===== src/common/gir_pkg.sv =====
//==========================================================================
// What this block does
// - Pin A map bit 3 routes high rate.
// - Pin A map bit 1 routes slope.
// - Shared map upper nibble routes to pin B.
// - Shared map lower nibble routes to pin A.
// - Pin B map bit 3 routes high rate.
// - Pin B map bit 1 routes slope.
// - Source bit 5 picks slow compensation input.
// - Source bit 3 picks high rate input.
// - Source bit 1 picks slope input.
// - Threshold bit 7 picks fast compensation input.
// - Slope threshold is (field plus one) times 16.
// - Awake code gives 8, 16, 32, 64 samples.
// - Slope duration code gives 4 to 16 samples.
// - Bits 2..0 enable z, y, x slope axes.
// - Slope enabled when any axis bit set.
// - Level bit picks active low or high pin.
// - Enable bits gate new data, queue and self compensation sources.
package gir_pkg;

  //==========================================================================
  // Bus geometry and register indices; byte address is four times the index.
  localparam int unsigned ADDR_W = 8;
  localparam int unsigned IDX_W  = 6;
  localparam int unsigned SRC_N  = 6;
  localparam logic [IDX_W-1:0] IDX_EN     = 6'h15;
  localparam logic [IDX_W-1:0] IDX_POL    = 6'h16;
  localparam logic [IDX_W-1:0] IDX_MAP_A  = 6'h17;
  localparam logic [IDX_W-1:0] IDX_MAP_AB = 6'h18;
  localparam logic [IDX_W-1:0] IDX_MAP_B  = 6'h19;
  localparam logic [IDX_W-1:0] IDX_DSRC   = 6'h1a;
  localparam logic [IDX_W-1:0] IDX_THR    = 6'h1b;
  localparam logic [IDX_W-1:0] IDX_DUR    = 6'h1c;
  localparam logic [IDX_W-1:0] IDX_STATUS = 6'h30;
  localparam logic [IDX_W-1:0] IDX_MASK   = 6'h31;
  localparam logic [1:0]       RESP_OKAY  = 2'h0;
  localparam logic [1:0]       RESP_SLVERR = 2'h2;

  //==========================================================================
  // Reset values and writable-bit masks; reserved bits always read zero.
  localparam logic [7:0] RST_EN   = 8'h00;
  localparam logic [7:0] RST_POL  = 8'h0f;
  localparam logic [7:0] RST_MAP  = 8'h00;
  localparam logic [7:0] RST_DSRC = 8'h00;
  localparam logic [7:0] RST_THR  = 8'h04;
  localparam logic [7:0] RST_DUR  = 8'ha0;
  localparam logic [7:0] RST_IRQ  = 8'h00;
  localparam logic [7:0] MSK_EN   = 8'hc2;
  localparam logic [7:0] MSK_POL  = 8'h0f;
  localparam logic [7:0] MSK_MAP1 = 8'h0a;
  localparam logic [7:0] MSK_AB   = 8'hff;
  localparam logic [7:0] MSK_DSRC = 8'h2a;
  localparam logic [7:0] MSK_THR  = 8'hff;
  localparam logic [7:0] MSK_DUR  = 8'hf7;
  localparam logic [7:0] MSK_IRQ  = 8'h3f;

  //==========================================================================
  // Field positions.
  localparam int unsigned MAP_HIGH_BIT  = 3;
  localparam int unsigned MAP_SLOPE_BIT = 1;
  localparam int unsigned EN_NEW_BIT    = 7;
  localparam int unsigned EN_QUEUE_BIT  = 6;
  localparam int unsigned EN_SELF_BIT   = 1;
  localparam int unsigned POL_A_BIT     = 0;
  localparam int unsigned POL_B_BIT     = 2;
  localparam int unsigned SLOW_UNF_BIT  = 5;
  localparam int unsigned HIGH_UNF_BIT  = 3;
  localparam int unsigned SLOPE_UNF_BIT = 1;
  localparam int unsigned FAST_UNF_BIT  = 7;
  localparam logic [11:0] THR_STEP      = 12'h010;
  localparam logic [6:0]  AWAKE_BASE    = 7'h08;
  localparam logic [4:0]  SLOPE_STEP    = 5'h04;
  localparam logic        PIN_RST       = 1'b0;

  //==========================================================================
  // Carriers.
  typedef struct packed {
    logic slope;
    logic high_rate;
    logic self_comp;
    logic queue;
    logic quick_comp;
    logic new_sample;
  } gir_src_type;

  typedef struct packed {
    logic        slow_unfilt;
    logic        high_unfilt;
    logic        slope_unfilt;
    logic        quick_unfilt;
    logic [11:0] slope_threshold;
    logic [6:0]  awake_samples;
    logic [4:0]  slope_samples;
    logic [2:0]  axis_en;
    logic        slope_enable;
  } gir_cfg_type;

  //==========================================================================
  // Helpers shared by the register file and its read path.
  function automatic logic gir_idx_hit(input logic [IDX_W-1:0] idx);
    return (idx >= IDX_EN && idx <= IDX_DUR) || idx == IDX_STATUS ||
           idx == IDX_MASK;
  endfunction

  function automatic logic [7:0] gir_wr(input logic [7:0] cur,
                                        input logic [7:0] data,
                                        input logic       hit,
                                        input logic [7:0] mask);
    return hit ? (data & mask) : cur;
  endfunction

  function automatic gir_cfg_type gir_decode(input logic [7:0] dsrc,
                                             input logic [7:0] thr,
                                             input logic [7:0] dur);
    gir_cfg_type c;
    c.slow_unfilt     = dsrc[SLOW_UNF_BIT];
    c.high_unfilt     = dsrc[HIGH_UNF_BIT];
    c.slope_unfilt    = dsrc[SLOPE_UNF_BIT];
    c.quick_unfilt    = thr[FAST_UNF_BIT];
    // A full field gives 2048, so the threshold needs twelve bits.
    c.slope_threshold = 12'((12'(thr[6:0]) + 12'h001) * THR_STEP);
    c.awake_samples   = AWAKE_BASE << dur[7:6];
    c.slope_samples   = 5'((5'(dur[5:4]) + 5'h01) * SLOPE_STEP);
    c.axis_en         = dur[2:0];
    c.slope_enable    = |dur[2:0];
    return c;
  endfunction

endpackage


===== src/rtl/gir_axil_slave.sv =====
`timescale 1ns/1ps
`default_nettype none
module gir_axil_slave
  import gir_pkg::*;
(
  input  wire logic              aclk,
  input  wire logic              aresetn,
  input  wire logic [ADDR_W-1:0] awaddr,
  input  wire logic              awvalid,
  output var  logic              awready,
  input  wire logic [31:0]       wdata,
  input  wire logic [3:0]        wstrb,
  input  wire logic              wvalid,
  output var  logic              wready,
  output var  logic [1:0]        bresp,
  output var  logic              bvalid,
  input  wire logic              bready,
  input  wire logic [ADDR_W-1:0] araddr,
  input  wire logic              arvalid,
  output var  logic              arready,
  output var  logic [31:0]       rdata,
  output var  logic [1:0]        rresp,
  output var  logic              rvalid,
  input  wire logic              rready,
  output wire logic              wr_fire,
  output wire logic [IDX_W-1:0]  wr_idx,
  output wire logic [7:0]        wr_data,
  output wire logic              wr_lane,
  output wire logic              rd_fire,
  output wire logic [IDX_W-1:0]  rd_idx,
  input  wire logic [7:0]        rd_data
);
  logic [ADDR_W-1:0] aw_addr;
  logic [ADDR_W-1:0] ar_addr;
  logic [7:0]        w_data;
  logic              w_lane;

  //==========================================================================
  // A request is acted on once both halves are held and no answer is out.
  assign wr_fire = !awready && !wready && !bvalid;
  assign wr_idx  = aw_addr[ADDR_W-1:2];
  assign wr_data = w_data;
  assign wr_lane = w_lane;
  assign rd_fire = !arready && !rvalid;
  assign rd_idx  = ar_addr[ADDR_W-1:2];

  // Write channels: address and data are taken in either order.
  always_ff @(posedge aclk) begin
    if (!aresetn) begin
      awready <= 1'b1;
      wready  <= 1'b1;
      bvalid  <= 1'b0;
      bresp   <= RESP_OKAY;
      aw_addr <= '0;
      w_data  <= '0;
      w_lane  <= 1'b0;
    end else begin
      if (awvalid && awready) begin
        awready <= 1'b0;
        aw_addr <= awaddr;
      end
      if (wvalid && wready) begin
        wready <= 1'b0;
        w_data <= wdata[7:0];
        w_lane <= wstrb[0];
      end
      if (wr_fire) begin
        bvalid <= 1'b1;
        bresp  <= gir_idx_hit(wr_idx) ? RESP_OKAY : RESP_SLVERR;
      end
      if (bvalid && bready) begin
        bvalid  <= 1'b0;
        awready <= 1'b1;
        wready  <= 1'b1;
      end
    end
  end

  // Read channel: data is captured one cycle after the address is taken.
  always_ff @(posedge aclk) begin
    if (!aresetn) begin
      arready <= 1'b1;
      rvalid  <= 1'b0;
      rdata   <= '0;
      rresp   <= RESP_OKAY;
      ar_addr <= '0;
    end else begin
      if (arvalid && arready) begin
        arready <= 1'b0;
        ar_addr <= araddr;
      end
      if (rd_fire) begin
        rvalid <= 1'b1;
        rdata  <= {24'h000000, rd_data};
        rresp  <= gir_idx_hit(rd_idx) ? RESP_OKAY : RESP_SLVERR;
      end
      if (rvalid && rready) begin
        rvalid  <= 1'b0;
        arready <= 1'b1;
      end
    end
  end
endmodule
`default_nettype wire


===== src/rtl/gir_pin_drive.sv =====
`timescale 1ns/1ps
`default_nettype none
module gir_pin_drive
  import gir_pkg::*;
(
  input  wire logic             aclk,
  input  wire logic             aresetn,
  input  wire logic [SRC_N-1:0] src,
  input  wire logic [SRC_N-1:0] enable,
  input  wire logic [SRC_N-1:0] route,
  input  wire logic             active_high,
  output var  logic             pin
);
  logic any_src;
  logic next_pin;

  //==========================================================================
  // The pin is the OR of enabled, routed sources, then given its polarity.
  assign any_src  = |(src & enable & route);
  assign next_pin = active_high ? any_src : !any_src;

  always_ff @(posedge aclk) begin
    if (!aresetn) begin
      pin <= PIN_RST;
    end else begin
      pin <= next_pin;
    end
  end
endmodule
`default_nettype wire


===== src/rtl/gir_irq_route.sv =====
// Local design decision: the AXI4-Lite slave port.
`timescale 1ns/1ps
`default_nettype none
module gir_irq_route
  import gir_pkg::*;
(
  input  wire logic              aclk,
  input  wire logic              aresetn,
  input  wire logic [ADDR_W-1:0] awaddr,
  input  wire logic              awvalid,
  output wire logic              awready,
  input  wire logic [31:0]       wdata,
  input  wire logic [3:0]        wstrb,
  input  wire logic              wvalid,
  output wire logic              wready,
  output wire logic [1:0]        bresp,
  output wire logic              bvalid,
  input  wire logic              bready,
  input  wire logic [ADDR_W-1:0] araddr,
  input  wire logic              arvalid,
  output wire logic              arready,
  output wire logic [31:0]       rdata,
  output wire logic [1:0]        rresp,
  output wire logic              rvalid,
  input  wire logic              rready,
  input  wire gir_src_type       src,
  output wire logic              first_irq_pin,
  output wire logic              second_irq_pin,
  output var  gir_cfg_type       cfg,
  output var  logic              irq
);

  //==========================================================================
  // Register bus.
  logic             wr_fire;
  logic [IDX_W-1:0] wr_idx;
  logic [7:0]       wr_data;
  logic             wr_lane;
  logic             rd_fire;
  logic [IDX_W-1:0] rd_idx;
  logic [7:0]       rd_data;

  gir_axil_slave u_bus (
    .aclk    (aclk),
    .aresetn (aresetn),
    .awaddr  (awaddr),
    .awvalid (awvalid),
    .awready (awready),
    .wdata   (wdata),
    .wstrb   (wstrb),
    .wvalid  (wvalid),
    .wready  (wready),
    .bresp   (bresp),
    .bvalid  (bvalid),
    .bready  (bready),
    .araddr  (araddr),
    .arvalid (arvalid),
    .arready (arready),
    .rdata   (rdata),
    .rresp   (rresp),
    .rvalid  (rvalid),
    .rready  (rready),
    .wr_fire (wr_fire),
    .wr_idx  (wr_idx),
    .wr_data (wr_data),
    .wr_lane (wr_lane),
    .rd_fire (rd_fire),
    .rd_idx  (rd_idx),
    .rd_data (rd_data)
  );

  //==========================================================================
  // Register file.
  logic [7:0] src_en;
  logic [7:0] pin_cfg;
  logic [7:0] pin_a_motion_map;
  logic [7:0] pin_ab_source_map;
  logic [7:0] pin_b_motion_map;
  logic [7:0] interrupt_data_source;
  logic [7:0] motion_threshold_cfg;
  logic [7:0] motion_duration_axis_cfg;
  logic [7:0] irq_status;
  logic [7:0] irq_mask;
  logic [7:0] next_src_en;
  logic [7:0] next_pin_cfg;
  logic [7:0] next_map_a;
  logic [7:0] next_map_ab;
  logic [7:0] next_map_b;
  logic [7:0] next_dsrc;
  logic [7:0] next_thr;
  logic [7:0] next_dur;
  logic [7:0] next_status;
  logic [7:0] next_mask;
  logic       wr_ok;
  logic [7:0] status_clr;

  // Only the low byte lane carries register data; other lanes are ignored.
  assign wr_ok = wr_fire && wr_lane;

  // Reserved bits are masked off, so stray ones written there are dropped.
  assign next_src_en = gir_wr(src_en, wr_data, wr_ok && wr_idx == IDX_EN,
                              MSK_EN);
  assign next_pin_cfg = gir_wr(pin_cfg, wr_data,
                               wr_ok && wr_idx == IDX_POL, MSK_POL);
  assign next_map_a = gir_wr(pin_a_motion_map, wr_data,
                             wr_ok && wr_idx == IDX_MAP_A, MSK_MAP1);
  assign next_map_ab = gir_wr(pin_ab_source_map, wr_data,
                              wr_ok && wr_idx == IDX_MAP_AB, MSK_AB);
  assign next_map_b = gir_wr(pin_b_motion_map, wr_data,
                             wr_ok && wr_idx == IDX_MAP_B, MSK_MAP1);
  assign next_dsrc = gir_wr(interrupt_data_source, wr_data,
                            wr_ok && wr_idx == IDX_DSRC, MSK_DSRC);
  assign next_thr = gir_wr(motion_threshold_cfg, wr_data,
                           wr_ok && wr_idx == IDX_THR, MSK_THR);
  assign next_dur = gir_wr(motion_duration_axis_cfg, wr_data,
                           wr_ok && wr_idx == IDX_DUR, MSK_DUR);
  assign next_mask = gir_wr(irq_mask, wr_data,
                            wr_ok && wr_idx == IDX_MASK, MSK_IRQ);

  // Reading the status register clears it; a source active in that same
  // cycle sets its bit again, so no event is lost to the clear.
  assign status_clr  = (rd_fire && rd_idx == IDX_STATUS) ? MSK_IRQ : 8'h00;
  assign next_status = (irq_status & ~status_clr) |
                       {2'h0, 6'(src)};

  always_ff @(posedge aclk) begin
    if (!aresetn) begin
      src_en                   <= RST_EN;
      pin_cfg                  <= RST_POL;
      pin_a_motion_map         <= RST_MAP;
      pin_ab_source_map        <= RST_MAP;
      pin_b_motion_map         <= RST_MAP;
      interrupt_data_source    <= RST_DSRC;
      motion_threshold_cfg     <= RST_THR;
      motion_duration_axis_cfg <= RST_DUR;
      irq_status               <= RST_IRQ;
      irq_mask                 <= RST_IRQ;
    end else begin
      src_en                   <= next_src_en;
      pin_cfg                  <= next_pin_cfg;
      pin_a_motion_map         <= next_map_a;
      pin_ab_source_map        <= next_map_ab;
      pin_b_motion_map         <= next_map_b;
      interrupt_data_source    <= next_dsrc;
      motion_threshold_cfg     <= next_thr;
      motion_duration_axis_cfg <= next_dur;
      irq_status               <= next_status;
      irq_mask                 <= next_mask;
    end
  end

  // Read selection; the bus answers unmapped indices with zero data.
  assign rd_data = (rd_idx == IDX_EN)     ? src_en :
                   (rd_idx == IDX_POL)    ? pin_cfg :
                   (rd_idx == IDX_MAP_A)  ? pin_a_motion_map :
                   (rd_idx == IDX_MAP_AB) ? pin_ab_source_map :
                   (rd_idx == IDX_MAP_B)  ? pin_b_motion_map :
                   (rd_idx == IDX_DSRC)   ? interrupt_data_source :
                   (rd_idx == IDX_THR)    ? motion_threshold_cfg :
                   (rd_idx == IDX_DUR)    ? motion_duration_axis_cfg :
                   (rd_idx == IDX_STATUS) ? irq_status :
                   (rd_idx == IDX_MASK)   ? irq_mask : 8'h00;

  //==========================================================================
  // Configuration handed to the detection and compensation logic.
  // Registered so the outputs are glitch free; they lag the register by one
  // cycle, which the slow sample rate of the detectors easily absorbs.
  always_ff @(posedge aclk) begin
    if (!aresetn) begin
      cfg <= gir_decode(RST_DSRC, RST_THR, RST_DUR);
    end else begin
      cfg <= gir_decode(interrupt_data_source, motion_threshold_cfg,
                        motion_duration_axis_cfg);
    end
  end

  // Level interrupt to the local processor, high while any unmasked status
  // bit is set.
  always_ff @(posedge aclk) begin
    if (!aresetn) begin
      irq <= 1'b0;
    end else begin
      irq <= |(next_status & next_mask);
    end
  end

  //==========================================================================
  // Pin routing.
  logic [SRC_N-1:0] src_vec;
  logic [SRC_N-1:0] en_vec;
  logic [SRC_N-1:0] route_a;
  logic [SRC_N-1:0] route_b;
  logic             slope_on;

  // Slope detection counts as enabled while any axis is enabled.
  assign slope_on = |motion_duration_axis_cfg[2:0];
  assign src_vec  = src;

  // New data and queue obey their own enables; high rate and quick
  // compensation have no enable in this block and pass straight through.
  assign en_vec = {slope_on, 1'b1, src_en[EN_SELF_BIT],
                   src_en[EN_QUEUE_BIT], 1'b1,
                   src_en[EN_NEW_BIT]};

  // The shared map holds pin A sources in the low nibble in source order.
  assign route_a = {pin_a_motion_map[MAP_SLOPE_BIT],
                    pin_a_motion_map[MAP_HIGH_BIT],
                    pin_ab_source_map[3:0]};

  // Its high nibble holds pin B sources in reversed order.
  assign route_b = {pin_b_motion_map[MAP_SLOPE_BIT],
                    pin_b_motion_map[MAP_HIGH_BIT],
                    pin_ab_source_map[4], pin_ab_source_map[5],
                    pin_ab_source_map[6],
                    pin_ab_source_map[7]};

  gir_pin_drive u_pin_a (
    .aclk        (aclk),
    .aresetn     (aresetn),
    .src         (src_vec),
    .enable      (en_vec),
    .route       (route_a),
    .active_high (pin_cfg[POL_A_BIT]),
    .pin         (first_irq_pin)
  );

  gir_pin_drive u_pin_b (
    .aclk        (aclk),
    .aresetn     (aresetn),
    .src         (src_vec),
    .enable      (en_vec),
    .route       (route_b),
    .active_high (pin_cfg[POL_B_BIT]),
    .pin         (second_irq_pin)
  );

  logic any_a;
  logic any_b;
  assign any_a = |(src_vec & en_vec & route_a);
  assign any_b = |(src_vec & en_vec & route_b);
endmodule
`default_nettype wire


===== config.mk =====
export PLATFORM = sky130hd
export DESIGN_NAME = gir_irq_route
export DESIGN_NICKNAME = d
export VERILOG_FILES = /design/src/common/gir_pkg.sv /design/src/rtl/gir_axil_slave.sv /design/src/rtl/gir_pin_drive.sv /design/src/rtl/gir_irq_route.sv
export SDC_FILE = /design/constraint.sdc
export NUM_CORES = 1
export LEC_CHECK = 0
export ABC_CLOCK_PERIOD_IN_PS = 4100
export BUFFER_PORTS_ARGS = -buffer_cell sky130_fd_sc_hd__buf_2
export CAP_MARGIN = 20
export CORE_ASPECT_RATIO = 1.4
export CORE_MARGIN = 2
export CORE_UTILIZATION = 56
export CTS_CLUSTER_SIZE = 28
export DETAILED_ROUTE_END_ITERATION = 10
export HOLD_SLACK_MARGIN = 0.05
export PLACE_DENSITY = 0.92
export SYNTH_ARGS = -nofsm -noshare
export SYNTH_HDL_FRONTEND = slang
export SYNTH_SLANG_ARGS = --single-unit

===== constraint.sdc =====
create_clock -name aclk -period 4.1 [get_ports aclk]
set_clock_uncertainty 0.1 [all_clocks]
set_input_delay 0.205 -clock aclk [delete_from_list [all_inputs] [get_ports aclk]]
set_output_delay 0.205 -clock aclk [all_outputs]
set_load 0.05 [all_outputs]

==> results.txt <==
Final WS setup = 1.34 ns
Seq pwr share = 0.498
post-cts sizing count = 0
Syn Inst Count = 574
Tot GR Track Use = 0.260
Tcrit/Tclk final = 0.672
sequential area share after synthesis = 0.456
drt wl/cell = 16.5 µm
compound-gate portion of the synthesized area = 0.145
Sw Ratio = 0.280
combinational share of power = 0.110
post-route ant nets = 0
Reg area = 2220 µm²
slowest stage delay, CP = 0.79 ns
Syn Area/Cell = 8.49 µm²
critical path peak fanout = 18
Adder-Cell Fraction of Synth Area = 0.00514
asr flop ratio synth = 0
CTS tree = built
clock share of power = 0.392
Final setup viols = 0
Cell Rows = 40
Crit-path slowest cell = nor2_1
largest net degree at the start of global routing = 54
Mapped Area = 4870 µm²
r2r endpoint = irq
FF-to-FF Start = u_bus.ar_addr[3]
Slew Viols, Final = 0
DRT Wirelength = 12.6 mm
n_diodes = 0
outcome = finished, final reports clean
main combinational cell family by area after synthesis = simple AND/OR/NAND/NOR gates
first-pass iteration count of the detailed router = 6
Unique masters post-synth = 54
number of synthesized flops with an enable pin = 0
Worst slew margin = 0.297
Yosys warning count = 0
initial antenna violation count = 0
clk_lat worst skew = 0.35 ns
P_int = 0.00166 W
Max Fclk = 363 MHz
Sum Neg Setup Slack = 0 ns
hold_sp = araddr[7]
Nets = 717
full die area = 9470 µm²
CP bufs+invs = 0
routability cong. = 1.05
P_leak = 2.37 nW
xor and xnor area share after synthesis = 0.0126
Hold Buf Count CTS = 28
Peak VDD IR = 0.261 mV
DRC = 0
Die W = 82.8 µm
max cap viols = 0
DIE HEIGHT = 114 µm
Power, Total = 0.00230 W
CTS buffer count = 9
min Tclk post-route = 2.76 ns
half-perimeter wire length after placement = 8.78 mm
initial core utilization = 0.573
CP top delay family = simple AND/OR/NAND/NOR gates
layout cells sized above 1 = 0.156
simple-gate share of the synthesized area = 0.238
final core occ = 0.669
mux share of post-synthesis cell area = 0.0514
critical path depth = 5
clk root buf = clkbuf_16
core area = 8510 µm²
Reg2Reg Depth = 5
clock sink count = 111
global-route wire length before repair = 19.8 mm
Synth Flop Type = dfxtp_1
Worst Path Required = 4.23 ns
vias in the first global route = 4,150
drt via density = 5.93
Startpoint Class = flop
synthesis-stage register bit count = 111
CP Capture Type = flop
Psw = 0.000644 W
Ports = 141
fill cell count = 668
Via Count = 4,507
Hold Path Class = input port to flop
WHS Path Cells = 3
clock transition at the registers of the reported paths = 0.07 ns
final hold viol count = 0
initial DRC count = 487
Slew @ Worst Pin = 1.04 ns
PD cells = 404 nW/µm²
Clock Tree Buf Depth = 2
H-tree depth = 3
RSZ-0062 raised after global routing = no
multi-input logic area = 2330 µm²
CP Cell Sequence = nor2_1 > nand3_1 > a21oi_1 > o22ai_1 > o31a_1
Hold EP = u_bus.ar_addr[7]
kind of critical path = flop to flop
Area Overhead vs Synth = 16.9%
Port Buf Inserts = 74
GR Overflow Total = 0
setup bufs post-CTS = 0
arrival time worst endpoint = 2.89 ns
post-placement setup slack = 1.44 ns
worst reg2reg setup slack = 1.34 ns
## worst max path at each step
| stage | start | end | slack (ns) |
|---|---|---|---|
| after floorplan | u_bus.awready | irq | 1.62 |
| final | u_bus.ar_addr[3] | irq | 1.34 |
| after global routing | u_bus.wready | pin_ab_source_map[2] | 1.22 |
| after CTS | u_bus.wready | pin_ab_source_map[2] | 1.43 |
| after detailed placement | u_bus.wready | pin_ab_source_map[2] | 1.44 |
| after global placement | u_bus.wready | pin_ab_source_map[4] | 1.54 |
## worst min-delay path, cell delays in order
cell,delay (ns)
buf_2,0.10
nand3_1,0.08
a21oi_1,0.07
## cells by family after synthesis
kind of cell / after synthesis
AND/OR/NAND/NOR: 230
AO/OA/AOI/OAI: 117
flip-flops: 111
buffers and inverters: 81
multiplexers: 25
XOR/XNOR: 7
adder cells (fa/ha/maj): 2
other: 1
## power by group through the flow
| stage | Sequential [W] | Combinational, W | Clock [W] |
|---|---|---|---|
| final | 0.00115 | 0.000254 | 0.000901 |
| after floorplan | 0.00117 | 0.000198 | 0 |
| after global routing | 0.00115 | 0.000269 | 0.000954 |
| after CTS | 0.00114 | 0.000250 | 0.000908 |
| after global placement | 0.00117 | 0.000223 | 0 |
| after detailed placement | 0.00117 | 0.000228 | 0 |
## per-layer routing
metal  share of wire  GRT usage
met1            0.37      0.286
met5               0          0
met3           0.090     0.0591
met2            0.50      0.463
met4           0.044      0.145
## placed cells by master, fill, tap and decap left out, drive strengths merged, types with 9 or more instances in the layout
master,netlist,routed
buf,42,77
dfxtp,111,111
clkbuf,32,9
nand3,63,63
a21oi,62,62
nand2,69,69
inv,6,11
dlygate4sd3,0,28
and2,11,11
nor2,43,43
o21ai,14,14
mux2i,25,25
conb,1,35
## cells in the mapped netlist, drive strengths merged, types with 3 or more instances
master	number	area [µm²]
xnor2	5	43.8
a22oi	4	30.0
buf	42	300
a21oi	62	310
nand3	63	328
nor4bb	3	30.0
nand2	69	259
nor2b	8	50.1
a31oi	5	31.3
a221oi	3	26.3
nor3	4	20.0
nand4	4	25.0
nand2b	8	50.1
and2	11	68.8
o21ai	14	70.1
nor2	43	161
o22ai	5	31.3
or2	3	18.8
dfxtp	111	2220
clkbuf	32	120
a32oi	5	43.8
inv	6	22.5
mux2i	25	250
## stage by stage
step	hold slack, ns	instance area, µm²	instances
after global placement	0.334	5100	716
after floorplan	0.178	5000	608
after detailed placement	0.324	5100	716
final	0.0467	5690	760
after CTS	0.0587	5690	760
after global routing	0.0507	5690	760
## flip-flops by register name (all words and copies together), names as in the netlist, 2 cells and up
name / flops
cfg: 23
irq_mask: 6
u_bus.aw_addr: 6
pin_ab_source_map: 8
pin_cfg: 4
u_bus.ar_addr: 6
u_bus.rdata: 8
pin_a_motion_map: 2
motion_threshold_cfg: 8
irq_status: 6
interrupt_data_source: 3
u_bus.wr_data: 8
pin_b_motion_map: 2
src_en: 3
motion_duration_axis_cfg: 7
## cell type report
| class | instances | share of cell area |
|---|---|---|
| multi-input combinational | 416 | 0.409 |
| inverter | 7 | 0.00461 |
| tap | 105 | 0.0231 |
| timing repair buffer | 105 | 0.118 |
| clock buffer | 9 | 0.0396 |
| clock inverter | 7 | 0.0152 |
| sequential | 111 | 0.390 |
(Power assumes the default switching activity.)
